[src/crr_pkg.sv]
// package for the capacitance result and status register bank
package crr_pkg;
  localparam int unsigned DATA_W = 24;
  localparam int unsigned INT_BITS = 3;
  localparam int unsigned FRAC_BITS = 21;
  localparam int unsigned NUM_CAP = 7;
  localparam int unsigned NUM_PORTS = 8;
  // register indices; byte address is four times the index
  localparam logic [3:0] IDX_CAP_RATIO_1 = 4'h1;
  localparam logic [3:0] IDX_CAP_RATIO_7 = 4'h7;
  localparam logic [3:0] IDX_MEASURE_STATUS = 4'h8;
  localparam logic [3:0] IDX_EXT_SENSOR_RES_RATIO = 4'hD;
  localparam logic [3:0] IDX_SECOND_SENSOR_RES_RATIO = 4'hE;
  localparam logic [3:0] IDX_CONTROL = 4'hF;
  // status bit positions
  localparam int unsigned ST_COMM_DURING_MEASURE = 23;
  localparam int unsigned ST_TEMP_END = 22;
  localparam int unsigned ST_RUN_ENABLE = 20;
  localparam int unsigned ST_ANY_ERROR = 16;
  localparam int unsigned ST_CAP_CONVERTER_ERROR = 13;
  localparam int unsigned ST_PORT_ERR_HI = 12;
  localparam int unsigned ST_PORT_ERR_LO = 5;
  localparam int unsigned ST_RES_ERR = 3;
  // control register bits
  localparam int unsigned CTL_RUN_ENABLE = 0;
  localparam int unsigned CTL_IRQ_TO_GP = 1;
  localparam int unsigned CTL_HALT = 2;
  localparam logic [1:0] RESP_OKAY = 2'h0;
  localparam logic [1:0] RESP_SLVERR = 2'h2;
  localparam logic [DATA_W-1:0] RESULT_RESET = 24'h000000;

  typedef struct packed {
    logic cap_converter_error;
    logic [NUM_PORTS-1:0] cap_port_error_flags;
    logic res_converter_error;
    logic temp_end;
    logic measure_active;
    logic host_access;
  } crr_front_t;

  typedef struct packed {
    logic wr_en;
    logic [3:0] wr_idx;
    logic [DATA_W-1:0] wr_data;
    logic data_ready;
  } crr_dsp_wr_t;
endpackage

[src/crr_regs.sv]
// result and status register bank with axi4-lite slave and dsp clock gating
`timescale 1ns/10ps
////////////////////////////////////////////////////////////////////////////////
// Overview of operation
// - addresses 1 to 7 hold 24-bit capacitance ratios, unsigned 3.21 format
// - status sits at address 8 with fixed bit layout, firmware independent
// - status driven by hardware only, unaffected by dsp running or idle
// - bit 23 set when host access happens during a measurement
// - bit 22 signals temperature measurement completed
// - bit 20 mirrors the run-enable bit of the control register
// - bit 16 is the or of all error flags
// - bit 13 flags capacitance converter overflow or error
// - bits 12 to 5 flag errors per capacitance port
// - bit 3 flags resistance converter overflow or error
// - address 13 holds external sensor to reference ratio, 3.21 format
// - address 14 holds second sensor to reference ratio, 3.21 format
// - result registers other than status are written only by the dsp
// - dsp works on 48-bit words beside a 48 by 48 working memory
// - a firmware halt command stops the dsp clock
// - halted dsp restarts on gpio event or end of measurement run
// - dsp raises an interrupt line when new results are ready
// - standard firmware writes compensated ratios, first-order linearization only
// - routing bit set sends interrupt out on general-purpose pin 2
////////////////////////////////////////////////////////////////////////////////
module crr_regs
  import crr_pkg::*;
#(
  parameter int unsigned DSP_W = 48,
  parameter int unsigned DSP_MEM_DEPTH = 48
) (
  // clock and reset
  input wire logic aclk,
  input wire logic aresetn,
  // axi4-lite slave
  input wire logic [5:0] s_axi_awaddr,
  input wire logic s_axi_awvalid,
  output logic s_axi_awready,
  input wire logic [31:0] s_axi_wdata,
  input wire logic [3:0] s_axi_wstrb,
  input wire logic s_axi_wvalid,
  output logic s_axi_wready,
  output logic [1:0] s_axi_bresp,
  output logic s_axi_bvalid,
  input wire logic s_axi_bready,
  input wire logic [5:0] s_axi_araddr,
  input wire logic s_axi_arvalid,
  output logic s_axi_arready,
  output logic [31:0] s_axi_rdata,
  output logic [1:0] s_axi_rresp,
  output logic s_axi_rvalid,
  input wire logic s_axi_rready,
  // front end status
  input wire crr_front_t front,
  // dsp result writes and wake events
  input wire crr_dsp_wr_t dsp_wr,
  input wire logic [DSP_W-1:0] dsp_mem_wdata,
  input wire logic [$clog2(DSP_MEM_DEPTH)-1:0] dsp_mem_addr,
  input wire logic dsp_mem_we,
  input wire logic dsp_halt_cmd,
  input wire logic gpio_wake,
  input wire logic run_end,
  // outputs
  output logic dsp_clk_en,
  output logic [DSP_W-1:0] dsp_mem_rdata,
  output logic irq_pin_n,
  output logic gp_pin_2,
  output logic run_enable
);

  typedef struct packed {
    logic [NUM_CAP-1:0][DATA_W-1:0] cap_ratio;
    logic [DATA_W-1:0] ext_sensor_res_ratio;
    logic [DATA_W-1:0] second_sensor_res_ratio;
    logic comm_during_measure_flag;
    logic temp_end_flag;
    logic run_en;
    logic irq_to_gp_pin_select;
    logic dsp_running;
    logic data_ready;
    logic aw_held;
    logic [3:0] aw_idx;
    logic aw_ok;
    logic w_held;
    logic [31:0] w_data;
    logic [3:0] w_strb;
    logic bvalid;
    logic [1:0] bresp;
    logic rvalid;
    logic [31:0] rdata;
    logic [1:0] rresp;
  } crr_state_t;

  crr_state_t st_reg;
  crr_state_t st_next;
  logic [DSP_W-1:0] dsp_mem [DSP_MEM_DEPTH];
  logic [DSP_W-1:0] mem_rd_reg;
  logic [DATA_W-1:0] status_word;
  logic any_error;

  // word index from a byte address; low bits must be zero
  function automatic logic [3:0] word_idx(input logic [5:0] a);
    return a[5:2];
  endfunction

  function automatic logic aligned(input logic [5:0] a);
    return a[1:0] == 2'h0;
  endfunction

  ////////////////////////////////////////////////////////////////////////////
  // combined error
  assign any_error = front.cap_converter_error | (|front.cap_port_error_flags)
    | front.res_converter_error;

  // status built from hardware flags only, never from dsp state
  always_comb begin
    status_word = '0;
    status_word[ST_COMM_DURING_MEASURE] = st_reg.comm_during_measure_flag;
    status_word[ST_TEMP_END] = st_reg.temp_end_flag;
    status_word[ST_RUN_ENABLE] = st_reg.run_en;
    status_word[ST_ANY_ERROR] = any_error;
    status_word[ST_CAP_CONVERTER_ERROR] = front.cap_converter_error;
    status_word[ST_PORT_ERR_HI:ST_PORT_ERR_LO] = front.cap_port_error_flags;
    status_word[ST_RES_ERR] = front.res_converter_error;
  end

  function automatic logic [31:0] read_word(input crr_state_t s, input logic [3:0] idx,
                                            input logic [DATA_W-1:0] stw);
    logic [31:0] v;
    v = '0;
    if (idx >= IDX_CAP_RATIO_1 && idx <= IDX_CAP_RATIO_7) begin
      v[DATA_W-1:0] = s.cap_ratio[idx - IDX_CAP_RATIO_1];
    end else if (idx == IDX_MEASURE_STATUS) begin
      v[DATA_W-1:0] = stw;
    end else if (idx == IDX_EXT_SENSOR_RES_RATIO) begin
      v[DATA_W-1:0] = s.ext_sensor_res_ratio;
    end else if (idx == IDX_SECOND_SENSOR_RES_RATIO) begin
      v[DATA_W-1:0] = s.second_sensor_res_ratio;
    end else if (idx == IDX_CONTROL) begin
      v[CTL_RUN_ENABLE] = s.run_en;
      v[CTL_IRQ_TO_GP] = s.irq_to_gp_pin_select;
      v[CTL_HALT] = ~s.dsp_running;
    end
    return v;
  endfunction

  function automatic logic mapped(input logic [3:0] idx);
    return (idx >= IDX_CAP_RATIO_1 && idx <= IDX_MEASURE_STATUS)
      || idx == IDX_EXT_SENSOR_RES_RATIO || idx == IDX_SECOND_SENSOR_RES_RATIO
      || idx == IDX_CONTROL;
  endfunction

  ////////////////////////////////////////////////////////////////////////////
  always_comb begin
    logic host_ev;
    logic do_wr;
    host_ev = 1'b0;
    do_wr = 1'b0;
    st_next = st_reg;
    // address and data taken in either order
    if (s_axi_awvalid && s_axi_awready) begin
      st_next.aw_held = 1'b1;
      st_next.aw_idx = word_idx(s_axi_awaddr);
      st_next.aw_ok = aligned(s_axi_awaddr);
      host_ev = 1'b1;
    end
    if (s_axi_wvalid && s_axi_wready) begin
      st_next.w_held = 1'b1;
      st_next.w_data = s_axi_wdata;
      st_next.w_strb = s_axi_wstrb;
    end
    if (st_reg.aw_held && st_reg.w_held && !st_reg.bvalid) begin
      do_wr = 1'b1;
      st_next.aw_held = 1'b0;
      st_next.w_held = 1'b0;
      st_next.bvalid = 1'b1;
      // only the control word is writable; results are read-only to the host
      st_next.bresp = (st_reg.aw_ok && st_reg.aw_idx == IDX_CONTROL) ? RESP_OKAY : RESP_SLVERR;
    end
    if (do_wr && st_reg.aw_ok && st_reg.aw_idx == IDX_CONTROL && st_reg.w_strb[0]) begin
      st_next.run_en = st_reg.w_data[CTL_RUN_ENABLE];
      st_next.irq_to_gp_pin_select = st_reg.w_data[CTL_IRQ_TO_GP];
    end
    if (st_reg.bvalid && s_axi_bready) begin
      st_next.bvalid = 1'b0;
    end
    if (s_axi_arvalid && s_axi_arready) begin
      host_ev = 1'b1;
      st_next.rvalid = 1'b1;
      st_next.rdata = read_word(st_reg, word_idx(s_axi_araddr), status_word);
      st_next.rresp = (aligned(s_axi_araddr) && mapped(word_idx(s_axi_araddr)))
        ? RESP_OKAY : RESP_SLVERR;
      // temperature end flag cleared by reading status
      if (word_idx(s_axi_araddr) == IDX_MEASURE_STATUS) begin
        st_next.temp_end_flag = 1'b0;
        st_next.comm_during_measure_flag = 1'b0;
      end
    end else if (st_reg.rvalid && s_axi_rready) begin
      st_next.rvalid = 1'b0;
    end
    // set wins over the clear on status read
    if ((host_ev || front.host_access) && front.measure_active) begin
      st_next.comm_during_measure_flag = 1'b1;
    end
    if (front.temp_end) begin
      st_next.temp_end_flag = 1'b1;
    end
    // compensated ratios from firmware arrive only through these writes
    // only the dsp writes results; others hold their value
    if (dsp_wr.wr_en) begin
      if (dsp_wr.wr_idx >= IDX_CAP_RATIO_1 && dsp_wr.wr_idx <= IDX_CAP_RATIO_7) begin
        st_next.cap_ratio[dsp_wr.wr_idx - IDX_CAP_RATIO_1] = dsp_wr.wr_data;
      end else if (dsp_wr.wr_idx == IDX_EXT_SENSOR_RES_RATIO) begin
        st_next.ext_sensor_res_ratio = dsp_wr.wr_data;
      end else if (dsp_wr.wr_idx == IDX_SECOND_SENSOR_RES_RATIO) begin
        st_next.second_sensor_res_ratio = dsp_wr.wr_data;
      end
    end
    // data ready latched until the next result write
    if (dsp_wr.data_ready) begin
      st_next.data_ready = 1'b1;
    end else if (dsp_wr.wr_en) begin
      st_next.data_ready = 1'b0;
    end
    // wake wins over halt; halt stops the clock
    if (gpio_wake || run_end) begin
      st_next.dsp_running = 1'b1;
    end else if (dsp_halt_cmd && st_reg.dsp_running) begin
      st_next.dsp_running = 1'b0;
    end
  end

  always_ff @(posedge aclk) begin
    if (!aresetn) begin
      st_reg <= '0;
      st_reg.dsp_running <= 1'b1;
    end else begin
      st_reg <= st_next;
    end
  end

  ////////////////////////////////////////////////////////////////////////////
  // 48-bit working memory, only written while the dsp clock runs; read every cycle
  always_ff @(posedge aclk) begin
    if (dsp_mem_we && st_reg.dsp_running) begin
      dsp_mem[dsp_mem_addr] <= dsp_mem_wdata;
    end
    mem_rd_reg <= dsp_mem[dsp_mem_addr];
  end

  assign dsp_mem_rdata = mem_rd_reg;
  assign dsp_clk_en = st_reg.dsp_running;
  // active-low interrupt; optionally on gp pin 2
  assign irq_pin_n = ~st_reg.data_ready;
  assign gp_pin_2 = st_reg.irq_to_gp_pin_select & st_reg.data_ready;
  assign run_enable = st_reg.run_en;

  assign s_axi_awready = !st_reg.aw_held;
  assign s_axi_wready = !st_reg.w_held;
  assign s_axi_bvalid = st_reg.bvalid;
  assign s_axi_bresp = st_reg.bresp;
  assign s_axi_arready = !st_reg.rvalid;
  assign s_axi_rvalid = st_reg.rvalid;
  assign s_axi_rdata = st_reg.rdata;
  assign s_axi_rresp = st_reg.rresp;

  ////////////////////////////////////////////////////////////////////////////
  run_mirror_a: assert property (@(posedge aclk) disable iff (!aresetn)
    $changed(run_enable) |-> $rose(s_axi_bvalid) && status_word[ST_RUN_ENABLE] == run_enable)
    else $error("status run bit differs from control");
  any_err_a: assert property (@(posedge aclk) disable iff (!aresetn)
    status_word[ST_ANY_ERROR] == (|{status_word[ST_CAP_CONVERTER_ERROR],
      status_word[ST_PORT_ERR_HI:ST_PORT_ERR_LO], status_word[ST_RES_ERR]}))
    else $error("combined error flag wrong");
  cap_converter_error_a: assert property (@(posedge aclk) disable iff (!aresetn)
    front.cap_converter_error |-> status_word[ST_CAP_CONVERTER_ERROR] && status_word[ST_ANY_ERROR])
    else $error("cap converter error not shown");
  port_err_a: assert property (@(posedge aclk) disable iff (!aresetn)
    status_word[ST_PORT_ERR_HI:ST_PORT_ERR_LO] == front.cap_port_error_flags)
    else $error("port error flags wrong");
  res_err_a: assert property (@(posedge aclk) disable iff (!aresetn)
    front.res_converter_error |-> status_word[ST_RES_ERR])
    else $error("res converter error not shown");
  comm_flag_a: assert property (@(posedge aclk) disable iff (!aresetn)
    (s_axi_arvalid && s_axi_arready && front.measure_active) |=> st_reg.comm_during_measure_flag)
    else $error("comm during measure not flagged");
  temp_end_a: assert property (@(posedge aclk) disable iff (!aresetn)
    front.temp_end |=> status_word[ST_TEMP_END])
    else $error("temperature end not flagged");
  halt_wake_a: assert property (@(posedge aclk) disable iff (!aresetn)
    (gpio_wake || run_end) |=> dsp_clk_en)
    else $error("dsp not woken");
  halt_stop_a: assert property (@(posedge aclk) disable iff (!aresetn)
    (dsp_halt_cmd && !gpio_wake && !run_end) |=> !dsp_clk_en)
    else $error("dsp clock not halted");
  result_hold_a: assert property (@(posedge aclk) disable iff (!aresetn)
    !dsp_wr.wr_en |=> $stable(st_reg.ext_sensor_res_ratio) && $stable(st_reg.cap_ratio))
    else $error("result changed without dsp write");
  irq_route_a: assert property (@(posedge aclk) disable iff (!aresetn)
    gp_pin_2 |-> !irq_pin_n && st_reg.irq_to_gp_pin_select)
    else $error("gp pin interrupt misrouted");
  rdata_upper_a: assert property (@(posedge aclk) disable iff (!aresetn)
    (s_axi_arvalid && s_axi_arready) |=> s_axi_rdata[31:DATA_W] == '0)
    else $error("read data upper bits not zero");
  status_addr_a: assert property (@(posedge aclk) disable iff (!aresetn)
    (s_axi_arvalid && s_axi_arready && aligned(s_axi_araddr)
      && word_idx(s_axi_araddr) == IDX_MEASURE_STATUS)
      |=> s_axi_rdata[DATA_W-1:0] == $past(status_word) && s_axi_rresp == RESP_OKAY)
    else $error("status read wrong");
  ext_read_a: assert property (@(posedge aclk) disable iff (!aresetn)
    (s_axi_arvalid && s_axi_arready && aligned(s_axi_araddr)
      && word_idx(s_axi_araddr) == IDX_EXT_SENSOR_RES_RATIO)
      |=> s_axi_rdata[DATA_W-1:0] == $past(st_reg.ext_sensor_res_ratio))
    else $error("external ratio read wrong");
  second_read_a: assert property (@(posedge aclk) disable iff (!aresetn)
    (s_axi_arvalid && s_axi_arready && aligned(s_axi_araddr)
      && word_idx(s_axi_araddr) == IDX_SECOND_SENSOR_RES_RATIO)
      |=> s_axi_rdata[DATA_W-1:0] == $past(st_reg.second_sensor_res_ratio))
    else $error("second ratio read wrong");
  second_hold_a: assert property (@(posedge aclk) disable iff (!aresetn)
    !dsp_wr.wr_en |=> $stable(st_reg.second_sensor_res_ratio))
    else $error("second ratio changed without dsp write");
  host_refused_a: assert property (@(posedge aclk) disable iff (!aresetn)
    ($rose(s_axi_bvalid) && st_reg.aw_idx != IDX_CONTROL) |-> s_axi_bresp == RESP_SLVERR)
    else $error("host write to result accepted");
  comm_sticky_a: assert property (@(posedge aclk) disable iff (!aresetn)
    (st_reg.comm_during_measure_flag && !(s_axi_arvalid && s_axi_arready))
      |=> st_reg.comm_during_measure_flag)
    else $error("comm flag lost");
  temp_sticky_a: assert property (@(posedge aclk) disable iff (!aresetn)
    (st_reg.temp_end_flag && !(s_axi_arvalid && s_axi_arready)) |=> st_reg.temp_end_flag)
    else $error("temperature end flag lost");
  irq_raise_a: assert property (@(posedge aclk) disable iff (!aresetn)
    dsp_wr.data_ready |=> !irq_pin_n)
    else $error("interrupt not raised");
  irq_hold_a: assert property (@(posedge aclk) disable iff (!aresetn)
    (!irq_pin_n && !dsp_wr.wr_en) |=> !irq_pin_n)
    else $error("interrupt dropped early");
  gp_route_a: assert property (@(posedge aclk) disable iff (!aresetn)
    (st_reg.irq_to_gp_pin_select && !irq_pin_n) |-> gp_pin_2)
    else $error("routed interrupt missing");
  halt_hold_a: assert property (@(posedge aclk) disable iff (!aresetn)
    (!dsp_clk_en && !gpio_wake && !run_end) |=> !dsp_clk_en)
    else $error("dsp clock restarted without wake");
  rvalid_hold_a: assert property (@(posedge aclk) disable iff (!aresetn)
    (s_axi_rvalid && !s_axi_rready) |=> s_axi_rvalid && $stable(s_axi_rdata))
    else $error("read data not held");
  bvalid_hold_a: assert property (@(posedge aclk) disable iff (!aresetn)
    (s_axi_bvalid && !s_axi_bready) |=> s_axi_bvalid && $stable(s_axi_bresp))
    else $error("write response not held");
  status_live_a: assert property (@(posedge aclk) disable iff (!aresetn)
    status_word[ST_RUN_ENABLE] == run_enable
      && status_word[ST_RES_ERR] == front.res_converter_error)
    else $error("status not hardware driven");
endmodule

[config.mk]
export PLATFORM = sky130hd
export DESIGN_NAME = crr_regs
export DESIGN_NICKNAME = d
export VERILOG_FILES = /design/src/crr_pkg.sv /design/src/crr_regs.sv
export SDC_FILE = /design/constraint.sdc
export NUM_CORES = 2
export LEC_CHECK = 0
export BUFFER_PORTS_ARGS = -buffer_cell sky130_fd_sc_hd__buf_2
export CAP_MARGIN = 20
export CORE_MARGIN = 2
export CORE_UTILIZATION = 55
export CTS_CLUSTER_SIZE = 12
export DETAILED_ROUTE_END_ITERATION = 8
export MAX_ROUTING_LAYER = met4
export PLACE_DENSITY_LB_ADDON = 0.25
export SLEW_MARGIN = 20
export SYNTH_ARGS = -nofsm -noshare
export SYNTH_HDL_FRONTEND = slang
export SYNTH_SLANG_ARGS = --single-unit
[constraint.sdc]
create_clock -name aclk -period 5.66 [get_ports aclk]
set_clock_uncertainty 0.1 [all_clocks]
set_input_delay 0.283 -clock aclk [delete_from_list [all_inputs] [get_ports aclk]]
set_output_delay 0.283 -clock aclk [all_outputs]
set_load 0.02 [all_outputs]
==> results_dict.tcl <==
set metrics [dict create \
    yosysSeqAreaShare_pct 74.4 \
    max_freq_ghz 0.268 \
    synth-edff-count 2304 \
    ios 249 \
    vias 58600 \
    synth_top_area_share_pct 68.3 \
    grt_max_degree 117 \
    required_ns 6.14 \
    numPortBuffers 205 \
    cts_tree "yes" \
    power_mw 40.3 \
    die_area_um2 188000 \
    avgSynthCellArea_um2 17.2 \
    yosysWarnings 0 \
    grt_pass1_wl_um 406000 \
    slew_headroom_pct 18.6 \
    initial_core_util_pct 55.3 \
    reg2reg_from "dsp_clk_en" \
    h-tree-depth 5 \
    drv_cap 0 \
    synth.distinct_cells 71 \
    ant_nets 0 \
    cellPowerDensity_nw_per_um2 350 \
    clock_path_buffers 4 \
    hold_violations 0 \
    clockRootBuffer "clkbuf_16" \
    dr.pass1.iters 6 \
    r2r_cells 3 \
    avgRoutedWirePerCell_um 32.2 \
    ir_worst_vdd_v 0.000312 \
    die_w_um 433 \
    syn_to_final_growth_pct 13.7 \
    grtUsageTotal_pct 31.3 \
    end_kind "flip-flop" \
    core_um2 183000 \
    yosys-top-cells-area "edfxtp_1 (68%), dfxtp_1 (6.1%), mux4_2 (6.0%)" \
    final_cells 8884 \
    fin_crit_sh_pct 65.9 \
    async_flop_share_pct 0 \
    min_path_type "in -> reg" \
    viasPerCell 6.60 \
    startpoint_type "input pin" \
    hpwl_um 154000 \
    drt_iter0_drc 7894 \
    cts_setup_buffers 0 \
    holdBufCountCts 131 \
    largest_reg_flops 2304 \
    numCtsBuffers 285 \
    overflow 0 \
    r2r_end "dsp_mem[17][0]" \
    drcViolationCount 0 \
    cp-endpoint "dsp_mem[33][18]" \
    totalWireLength_um 286000 \
    placement_rows 157 \
    yosys.area.top_type "edfxtp_1" \
    ys.flop_type "edfxtp_1" \
    grt_pass1_vias 57300 \
    path_max_fanout 22 \
    setup.worst_path.start "dsp_mem_addr[5]" \
    place_inst 8278 \
    status "finished clean" \
    drv_slew 0 \
    post-route-min-period_ns 3.73 \
    leakagePower_nw 37.6 \
    final_layout_size_suffix_gt1_share_pct 19.1 \
    cts.reportedPaths.clkPinSlew_ns 0.06 \
    ys_top_cells_by_count "edfxtp_1 (2304), nand2_1 (507), mux2i_1 (409)" \
    rsz0062_at_grt "no" \
    die_y_um 433 \
    place.gp.congestion 0.832 \
    r2r_slack_ns 2.01 \
    synth.ff_latch_count 2612 \
    max_slew.worst_pin.slew_ns 1.22 \
    setup_viol 0 \
    cts.sinks 2612 \
    criticalPathCategory "in -> reg" \
    final_net_count 6395 \
    syn_inst 5877 \
    clock_latency_ns 0.93 \
    yosysMostFrequentCell "edfxtp_1" \
    netlist_area_um2 101000 \
    critPathArrivalTime_ns 4.20 \
    antenna_found_initial 11 \
    cts_resized 0 \
    setup_tns_ns 0 \
]
-- cell families (layout without fill, tap and decap cells) --
group	count (synthesis)	after routing	share of synthesized area (%)
xor gates and xnor gates	3	3	0.0259
DFF	2612	2612	74.4
and+or+nand+nor	893	893	3.84
buffers and inverters	476	1000	2.23
muxes	829	829	11.7
other	1	20	0.00370
AOI/OAI and AO/OA	1056	1056	7.71
adders and majority gates	7	7	0.0865
-- power breakdown --
part | internal [mW] | switching (mW)
clock | 9.76 | 7.06
sequential | 21.1 | 0.0808
combinational | 0.755 | 1.52
-- final cells by class --
class | instances | area, um2
multi-input combinational | 2798 | 24200
timing repair buffer | 518 | 4160
inverter | 17 | 73.8
tap | 2464 | 3080
clock buffer | 422 | 7940
fill | 12800 | 68000
sequential | 2612 | 75400
clock inverter | 43 | 283
antenna | 10 | 25.0
-- worst min-delay path by stage --
stage                           endpoint  slack, ns              from  depth (start not counted)
after detailed placement     st_reg[234]       0.35       st_reg[234]                          2
after CTS                 s_axi_rdata[0]      0.004   s_axi_araddr[3]                          6
after global routing      s_axi_rdata[0]       0.10   s_axi_araddr[3]                          6
after global placement       st_reg[238]       0.35       st_reg[238]                          2
final                     s_axi_rdata[0]       0.06   s_axi_araddr[3]                          6
after floorplan            dsp_mem[0][0]       0.28  dsp_mem_wdata[0]                          0
-- worst max-delay path: stages --
cell           delay [ns]
dlygate4sd3_1        0.53
buf_2                0.31
buf_4                0.36
inv_1                0.29
or4_1                0.89
nor2_4               1.01
buf_4                0.47
-- metal layers --
| metal | track usage, % | vias up | wire (um) |
|---|---|---|---|
| met4 | 13.2 | 0 | 13100 |
| met5 | - | - | 0 |
| met3 | 5.86 | 711 | 29100 |
| met1 | 40.3 | 30300 | 106000 |
| met2 | 49.2 | 3555 | 138000 |
| li1 | - | 24100 | - |
-- per-stage QoR --
stage / utilization (%) / hold slack [ns] / setup WS, ns / area (um2)
2_1_floorplan: - / 0.282 / 1.52 / 101000
3_3_place_gp: 57.6 / 0.347 / 1.69 / 106000
3_5_place_dp: 57.7 / 0.355 / 1.57 / 106000
4_1_cts: 62.9 / 0.00417 / 2.04 / 115000
5_1_grt: 62.9 / 0.102 / 1.86 / 115000
6_report: 62.9 / 0.0595 / 1.93 / 115000
-- placed cells by master, fill, tap and decap left out, types with 51 or more instances in the layout --
master	synthesis	layout
buf_2	158	200
a22oi_1	120	120
clkbuf_16	0	291
mux4_2	269	269
mux2_2	149	149
nor2b_1	97	91
o211ai_1	60	60
nor2_1	164	113
a21boi_0	147	147
o21ai_0	143	143
buf_4	61	151
nand2_1	507	506
dfxtp_1	308	308
mux2i_1	409	409
a21oi_1	112	111
edfxtp_1	2304	2304
dlygate4sd3_1	0	131
clkbuf_1	199	114
a221oi_1	184	184
nor2_4	0	51
Note: power is estimated with default switching activity, not from simulation.
